--- config.mk ---
export PLATFORM = sky130hd
export DESIGN_NAME = acf_ctrl
export DESIGN_NICKNAME = d
export VERILOG_FILES = /design/src/hdl/acf_pkg.sv /design/src/hdl/acf_ctrl.sv
export SDC_FILE = /design/constraint.sdc
export NUM_CORES = 1
export LEC_CHECK = 0
export ABC_AREA = 1
export BUFFER_PORTS_ARGS = -buffer_cell sky130_fd_sc_hd__buf_2
export CORE_MARGIN = 2
export CORE_UTILIZATION = 55
export CTS_CLUSTER_SIZE = 28
export DETAILED_ROUTE_END_ITERATION = 10
export GPL_TIMING_DRIVEN = 0
export MAX_ROUTING_LAYER = met4
export PLACE_DENSITY = 0.76
export SYNTH_ARGS = -nofsm -noshare
export SYNTH_HDL_FRONTEND = slang
export SYNTH_SLANG_ARGS = --single-unit
--- constraint.sdc ---
create_clock -name sys_clk -period 4.7 [get_ports sys_clk]
set_clock_uncertainty 0.2 [all_clocks]
set_input_delay 0.47 -clock sys_clk [delete_from_list [all_inputs] [get_ports sys_clk]]
set_output_delay 0.47 -clock sys_clk [all_outputs]
set_load 0.02 [all_outputs]
--- src/hdl/acf_pkg.sv ---
// Package with register offsets, reset values and timing constants for the converter control block
package acf_pkg;
    localparam logic [7:0] CURRENT_SOURCE_CONTROL_OFS = 8'hd5;
    localparam logic [7:0] GN_PRI_L_OFS = 8'he9;
    localparam logic [7:0] GN_PRI_M_OFS = 8'hea;
    localparam logic [7:0] GN_PRI_H_OFS = 8'heb;
    localparam logic [7:0] GN_AUX_L_OFS = 8'hec;
    localparam logic [7:0] GN_AUX_H_OFS = 8'hed;
    localparam logic [7:0] DEC_OFS = 8'hd4;
    localparam logic [7:0] CURRENT_SOURCE_CONTROL_RESET = 8'h00;
    localparam logic [7:0] DEC_RESET = 8'h45;
    localparam logic [7:0] DEC_MIN = 8'h0d;
    localparam logic [7:0] DEC_CAL = 8'hff;
    localparam int BO_BIT = 6;
    localparam int AUX_IC_BIT = 5;
    localparam int PRI_IC_BIT = 4;
    localparam int SRC2_PIN_BIT = 3;
    localparam int SRC1_PIN_BIT = 2;
    localparam int SRC2_EN_BIT = 1;
    localparam int SRC1_EN_BIT = 0;
    localparam int RATE_DIV = 24;
    localparam int CHOP_PERIODS = 2;
    localparam logic [2:0] MODE_IDLE = 3'h0;
    localparam logic [2:0] MODE_INT_FS = 3'h5;
    localparam logic [2:0] MODE_SYS_FS = 3'h7;
    typedef enum logic [1:0] {ACF_IDLE, ACF_CONV, ACF_CAL} acf_state_e;
endpackage
--- src/hdl/acf_ctrl.sv ---
// Gain coefficients, decimation factor and current source control
`timescale 1ns/100ps
// Notes on behaviour
// - 24-bit primary gain in three bytes, factory default
// - 16-bit aux gain in two bytes, factory default
// - Full-scale calibration overwrites the calibrated gain
// - Coefficient writes only when mode field zero
// - Decimation writes blocked while converter active
// - Update period is 24 times decimation modulator ticks
// - Decimation resets to 0x45
// - First result after two conversion periods
// - Calibration runs at 0xff, register keeps value
// - Bit 6 drives both burnout currents
// - Bit 5 enables aux current correction
// - Bit 4 enables primary current correction
// - Bit 3 routes source two to pin a
// - Bit 2 routes source one to pin b
// - Bit 1 enables source two
// - Bit 0 enables source one
// - Control register resets zero, bit 7 reserved
module acf_ctrl #(
    parameter logic [23:0] PRI_GAIN_FACTORY = 24'h555555,
    parameter logic [15:0] AUX_GAIN_FACTORY = 16'h5555
) (
    input wire logic sys_clk,
    input wire logic nrst,
    input wire logic clk_en,
    input wire logic mod_tick,
    input wire logic [7:0] sfr_addr,
    input wire logic [7:0] sfr_wdata,
    input wire logic sfr_wr,
    output logic [7:0] sfr_rdata,
    input wire logic [2:0] cal_mode_field,
    input wire logic pri_active,
    input wire logic aux_active,
    input wire logic cal_done,
    input wire logic cal_pri,
    input wire logic [23:0] cal_gain_value,
    output logic [7:0] filter_decimation,
    output logic result_tick,
    output logic result_valid,
    output logic calibrating,
    output logic burnout_enable,
    output logic aux_current_correct,
    output logic pri_current_correct,
    output logic src1_to_pin_a,
    output logic src1_to_pin_b,
    output logic src2_to_pin_a,
    output logic src2_to_pin_b
);
    import acf_pkg::*;

    logic [7:0] current_source_control_reg, current_source_control_next;
    logic [7:0] dec_reg, dec_next;
    logic [23:0] pri_gain_reg, pri_gain_next;
    logic [15:0] aux_gain_reg, aux_gain_next;
    logic [7:0] rdata_reg, rdata_next;
    logic gain_loaded_reg, gain_loaded_next;
    acf_state_e state_reg, state_next;
    logic [12:0] tick_cnt_reg, tick_cnt_next;
    logic [1:0] period_cnt_reg, period_cnt_next;
    logic [7:0] fdec_reg, fdec_next;
    logic rtick_reg, rtick_next;
    logic rvalid_reg, rvalid_next;
    logic cal_reg, cal_next;
    logic [7:0] cs_reg, cs_next;

    wire logic conv_active = pri_active | aux_active;
    wire logic is_fs_cal = (cal_mode_field == MODE_INT_FS) || (cal_mode_field == MODE_SYS_FS);

    function automatic logic [12:0] period_ticks(input logic [7:0] dec);
        period_ticks = 13'(RATE_DIV) * {5'h0, dec};
    endfunction

    // Register file
    always_comb
    begin
        current_source_control_next = current_source_control_reg;
        dec_next = dec_reg;
        pri_gain_next = pri_gain_reg;
        aux_gain_next = aux_gain_reg;
        gain_loaded_next = 1'b1;
        if (!gain_loaded_reg)
        begin
            pri_gain_next = PRI_GAIN_FACTORY;
            aux_gain_next = AUX_GAIN_FACTORY;
        end
        else if (sfr_wr)
        begin
            case (sfr_addr)
                CURRENT_SOURCE_CONTROL_OFS: current_source_control_next = {1'b0, sfr_wdata[6:0]};
                DEC_OFS: if (!conv_active) dec_next = sfr_wdata;
                GN_PRI_L_OFS: if (cal_mode_field == MODE_IDLE) pri_gain_next[7:0] = sfr_wdata;
                GN_PRI_M_OFS: if (cal_mode_field == MODE_IDLE) pri_gain_next[15:8] = sfr_wdata;
                GN_PRI_H_OFS: if (cal_mode_field == MODE_IDLE) pri_gain_next[23:16] = sfr_wdata;
                GN_AUX_L_OFS: if (cal_mode_field == MODE_IDLE) aux_gain_next[7:0] = sfr_wdata;
                GN_AUX_H_OFS: if (cal_mode_field == MODE_IDLE) aux_gain_next[15:8] = sfr_wdata;
                default: ;
            endcase
        end
        if (gain_loaded_reg && cal_done && is_fs_cal)
        begin
            if (cal_pri)
                pri_gain_next = cal_gain_value;
            else
                aux_gain_next = cal_gain_value[23:8];
        end
        case (sfr_addr)
            CURRENT_SOURCE_CONTROL_OFS: rdata_next = current_source_control_reg;
            DEC_OFS: rdata_next = dec_reg;
            GN_PRI_L_OFS: rdata_next = pri_gain_reg[7:0];
            GN_PRI_M_OFS: rdata_next = pri_gain_reg[15:8];
            GN_PRI_H_OFS: rdata_next = pri_gain_reg[23:16];
            GN_AUX_L_OFS: rdata_next = aux_gain_reg[7:0];
            GN_AUX_H_OFS: rdata_next = aux_gain_reg[15:8];
            default: rdata_next = 8'h00;
        endcase
    end

    always_ff @(posedge sys_clk or negedge nrst)
    begin
        if (!nrst)
        begin
            current_source_control_reg <= CURRENT_SOURCE_CONTROL_RESET;
            dec_reg <= DEC_RESET;
            pri_gain_reg <= 24'h000000;
            aux_gain_reg <= 16'h0000;
            rdata_reg <= 8'h00;
            gain_loaded_reg <= 1'b0;
        end
        else if (clk_en)
        begin
            current_source_control_reg <= current_source_control_next;
            dec_reg <= dec_next;
            pri_gain_reg <= pri_gain_next;
            aux_gain_reg <= aux_gain_next;
            rdata_reg <= rdata_next;
            gain_loaded_reg <= gain_loaded_next;
        end
    end

    // Conversion timing and current source decode
    always_comb
    begin
        state_next = state_reg;
        tick_cnt_next = tick_cnt_reg;
        period_cnt_next = period_cnt_reg;
        rtick_next = 1'b0;
        rvalid_next = rvalid_reg;
        fdec_next = fdec_reg;
        cal_next = 1'b0;
        case (state_reg)
            ACF_IDLE:
            begin
                tick_cnt_next = 13'h0000;
                period_cnt_next = 2'h0;
                rvalid_next = 1'b0;
                fdec_next = dec_reg;
                if (cal_mode_field != MODE_IDLE && !conv_active)
                    state_next = ACF_CAL;
                else if (conv_active)
                    state_next = ACF_CONV;
            end
            ACF_CONV:
            begin
                fdec_next = dec_reg;
                if (!conv_active)
                    state_next = ACF_IDLE;
                else if (mod_tick)
                begin
                    if (tick_cnt_reg >= period_ticks(dec_reg) - 13'h0001)
                    begin
                        tick_cnt_next = 13'h0000;
                        if (period_cnt_reg < 2'(CHOP_PERIODS - 1))
                            period_cnt_next = period_cnt_reg + 2'h1;
                        else
                        begin
                            rtick_next = 1'b1;
                            rvalid_next = 1'b1;
                        end
                    end
                    else
                        tick_cnt_next = tick_cnt_reg + 13'h0001;
                end
            end
            ACF_CAL:
            begin
                cal_next = 1'b1;
                fdec_next = DEC_CAL;
                if (cal_mode_field == MODE_IDLE || cal_done)
                    state_next = ACF_IDLE;
            end
            default: state_next = ACF_IDLE;
        endcase
        cs_next[0] = current_source_control_reg[SRC1_EN_BIT] & ~current_source_control_reg[SRC1_PIN_BIT];
        cs_next[1] = current_source_control_reg[SRC1_EN_BIT] & current_source_control_reg[SRC1_PIN_BIT];
        cs_next[2] = current_source_control_reg[SRC2_EN_BIT] & current_source_control_reg[SRC2_PIN_BIT];
        cs_next[3] = current_source_control_reg[SRC2_EN_BIT] & ~current_source_control_reg[SRC2_PIN_BIT];
        cs_next[4] = current_source_control_reg[PRI_IC_BIT];
        cs_next[5] = current_source_control_reg[AUX_IC_BIT];
        cs_next[6] = current_source_control_reg[BO_BIT];
        cs_next[7] = 1'b0;
    end

    always_ff @(posedge sys_clk or negedge nrst)
    begin
        if (!nrst)
        begin
            state_reg <= ACF_IDLE;
            tick_cnt_reg <= 13'h0000;
            period_cnt_reg <= 2'h0;
            rtick_reg <= 1'b0;
            rvalid_reg <= 1'b0;
            fdec_reg <= DEC_RESET;
            cal_reg <= 1'b0;
            cs_reg <= 8'h00;
        end
        else if (clk_en)
        begin
            state_reg <= state_next;
            tick_cnt_reg <= tick_cnt_next;
            period_cnt_reg <= period_cnt_next;
            rtick_reg <= rtick_next;
            rvalid_reg <= rvalid_next;
            fdec_reg <= fdec_next;
            cal_reg <= cal_next;
            cs_reg <= cs_next;
        end
    end

    assign sfr_rdata = rdata_reg;
    assign filter_decimation = fdec_reg;
    assign result_tick = rtick_reg;
    assign result_valid = rvalid_reg;
    assign calibrating = cal_reg;
    assign src1_to_pin_a = cs_reg[0];
    assign src1_to_pin_b = cs_reg[1];
    assign src2_to_pin_a = cs_reg[2];
    assign src2_to_pin_b = cs_reg[3];
    assign pri_current_correct = cs_reg[4];
    assign aux_current_correct = cs_reg[5];
    assign burnout_enable = cs_reg[6];
endmodule

==> reports/summary.txt <==
core area = 0.0120 mm^2
crit path max fanout = 10
Setup violations, final = 0
detailed placement HPWL = 13800 um
initial antenna violation count = 0
Worst-Margin Slew = 680 ps
pin count of the biggest net entering global routing = 54
Final Wtd Congestion = 0.957
Crit Path Category = reg -> reg
post-synthesis register bit count = 99
Crit. End Element = flop
Synth Area per Inst = 6.90 um^2
CP arrival = 4020 ps
outcome = complete, no violations
ant diodes = 0
post-synth top area share = 34.4%
initial cell density of the core = 56.2%
Post-synth top flop = dfrtp_1
LEAKAGE = 4.29 nW
CTS Buf Count = 9
cell class contributing the biggest share of worst-path delay = simple AND/OR/NAND/NOR gates
CTS sink cnt = 99
Worst IR Drop VDD = 202 uV
yosys warns = 0
grt ovf = 0
cell taking the most area after synthesis = dfrtp_1
WP buf/inv = 2
vias in the first global route = 6114
share of layout cells above drive strength 1 = 16.1%
router iterations before antenna repair = 5
WL/cell = 14.8 um
Die Width = 115 um
total wire length = 18100 um
Row Count = 40
final hold slack = 224 ps
via count = 6604
final cycle utilization of the critical path = 84.8%
setup tns final = 0 ps
RSZ-0062 raised after global routing = false
Skew-Pair Late Insertion Delay = 370 ps
die footprint = 0.0132 mm^2
first-pass GRT wire length = 29600 um
Bufs on Longest Clock Path = 2
asr flop ratio synth = 100%
Clk pin slew, worst setup/hold paths = 70 ps
crit-path cells = ha_1, fa_1, nor2_1, nand2_1, nor2_1, nand3_1, nor2_1, nand2_1, nand2_1, nand2_1, ha_1, nand2_1, nor2_1, inv_1, nor2_1, nand2_1, nand3_1, clkbuf_1, a21oi_1
Post-Syn Nets = 1054
Post-Synthesis Cells = 979
die height = 115 um
EDFF count, synth = 0
leading cell type in the layout, fill and taps excluded = nand2_1
Non-Filler Instances = 1221
synthesized area = 0.00676 mm^2
Rel. slew slack = 54.7%
sequential area share after synthesis = 36.8%
Max Cap Viol = 0
pwr/cell area = 322 mW/mm^2
CTS Root Buffer Type = clkbuf_16
max reg flops = 24
gr usage total = 29.7%
Hold WC Path Type = in -> reg
WP data required = 4730 ps
Worst path slowest cell = dfstp_2
most frequent CP cell = nand2_1
Unique masters post-synth = 41
DRC violations left = 0
Largest stage delay, worst path = 610 ps
CTS tree = done
Critical Path Start Type = flop
Placed Cells incl. Taps = 1204
Ports = 78
nets@finish = 1144
ranking of synthesized cells by area = dfrtp_1 34%, nand2_1 16%, inv_1 7.9%
Final min period = 3980 ps
commonest cells after routing, fill and taps aside = 290 x nand2_1, 142 x inv_1, 93 x dfrtp_1
First DRT Iteration DRCs = 621
fin. max-slew vios = 0
Synth-to-Final Area Change = 13.5%
number of I/O port buffers = 77
final hold vios = 0
DR vias/cell = 5.41
DRT antenna net count = 0
fmax = 251 MHz
H-tree lvl count = 3
## worst min-delay path, delay by kind of cell
family | cells | cell delay (ps)
buf+inv | 1 | 70
simple gates | 3 | 210
## logic make-up (layout without fill, tap and decap cells)
| family | count (synthesis) | count (layout) | synth area share (%) |
|---|---|---|---|
| adders and majority gates | 23 | 23 | 4.37 |
| AOI/OAI and AO/OA | 144 | 144 | 12.1 |
| and+or+nand+nor | 526 | 526 | 35.1 |
| buffers and inverters | 178 | 273 | 10.5 |
| xor gates and xnor gates | 9 | 9 | 1.17 |
| DFF | 99 | 99 | 36.8 |
## layer usage
| metal | wire, um | GRT usage (%) | vias to the layer above |
|---|---|---|---|
| met4 | 335 | 8.35 | 0 |
| met1 | 8060 | 39.5 | 3036 |
| met2 | 8450 | 47.1 | 250 |
| met5 | 0 | - | - |
| li1 | - | - | 3288 |
| met3 | 1210 | 5.17 | 30 |
## metrics by stage
stage	utilization, %	setup slack, ps	total power, mW	area (um^2)
6_report	63.8	716	2.47	7670
2_1_floorplan	-	1260	1.50	6760
5_1_grt	63.8	287	2.61	7670
3_5_place_dp	61.2	722	1.71	7360
4_1_cts	63.8	706	2.48	7670
3_3_place_gp	61.0	784	1.69	7330
## report_power, final
part / leakage (nW) / internal, mW / switching (mW)
sequential: 1.24 / 0.989 / 0.0974
combinational: 2.91 / 0.204 / 0.405
clock: 0.138 / 0.416 / 0.360
## worst paths after layout
check / slack (ps) / from / cells after the start / to
setup / recovery: 720 / dec_reg[0]$_DFFE_PN1P_ / 19 / tick_cnt_reg[12]$_DFFE_PN0P_
hold / removal: 220 / cal_gain_value[6] / 4 / pri_gain_reg[6]$_DFFE_PN0P_
setup reg to reg: 720 / dec_reg[0]$_DFFE_PN1P_ / 19 / tick_cnt_reg[12]$_DFFE_PN0P_
hold reg to reg: 270 / filter_decimation[2]$_DFFE_PN1P_ / 2 / filter_decimation[2]$_DFFE_PN1P_
max in group asynchronous: 3080 / nrst / 3 / dec_reg[6]$_DFFE_PN1P_
min in group asynchronous: 470 / nrst / 2 / tick_cnt_reg[11]$_DFFE_PN0P_
## cell usage after synthesis, types with 4 or more instances
cell / instances
nand2_2: 9
inv_1: 142
nor2_1: 83
o211ai_1: 10
o21ai_0: 64
nor3_1: 4
nand3_1: 92
clkbuf_1: 13
nand2_1: 290
nor2_8: 4
nand4_1: 14
dfrtp_1: 93
ha_1: 22
o21bai_1: 5
or2_2: 15
inv_2: 6
a21oi_1: 45
buf_2: 11
a22oi_1: 4
o21ai_1: 5
o21ai_2: 8
xor2_1: 7
dfstp_2: 6
## repair_timing
item,CTS,global route
buffers inserted,0,0
hold buffers,1,0
gates resized for setup,0,0
endpoints found under the hold margin,44,0
## area by class of cell
class | count | area, um^2
flip-flops and latches | 99 | 2480
fillers | 1128 | 4350
multi-input cells | 702 | 3560
repair buffers | 79 | 425
inverters | 148 | 556
plain buffers | 30 | 156
clock inverters | 7 | 75.1
well taps | 147 | 184
clock buffers | 9 | 225
No activity file was read; power rests on OpenSTA's default activity.
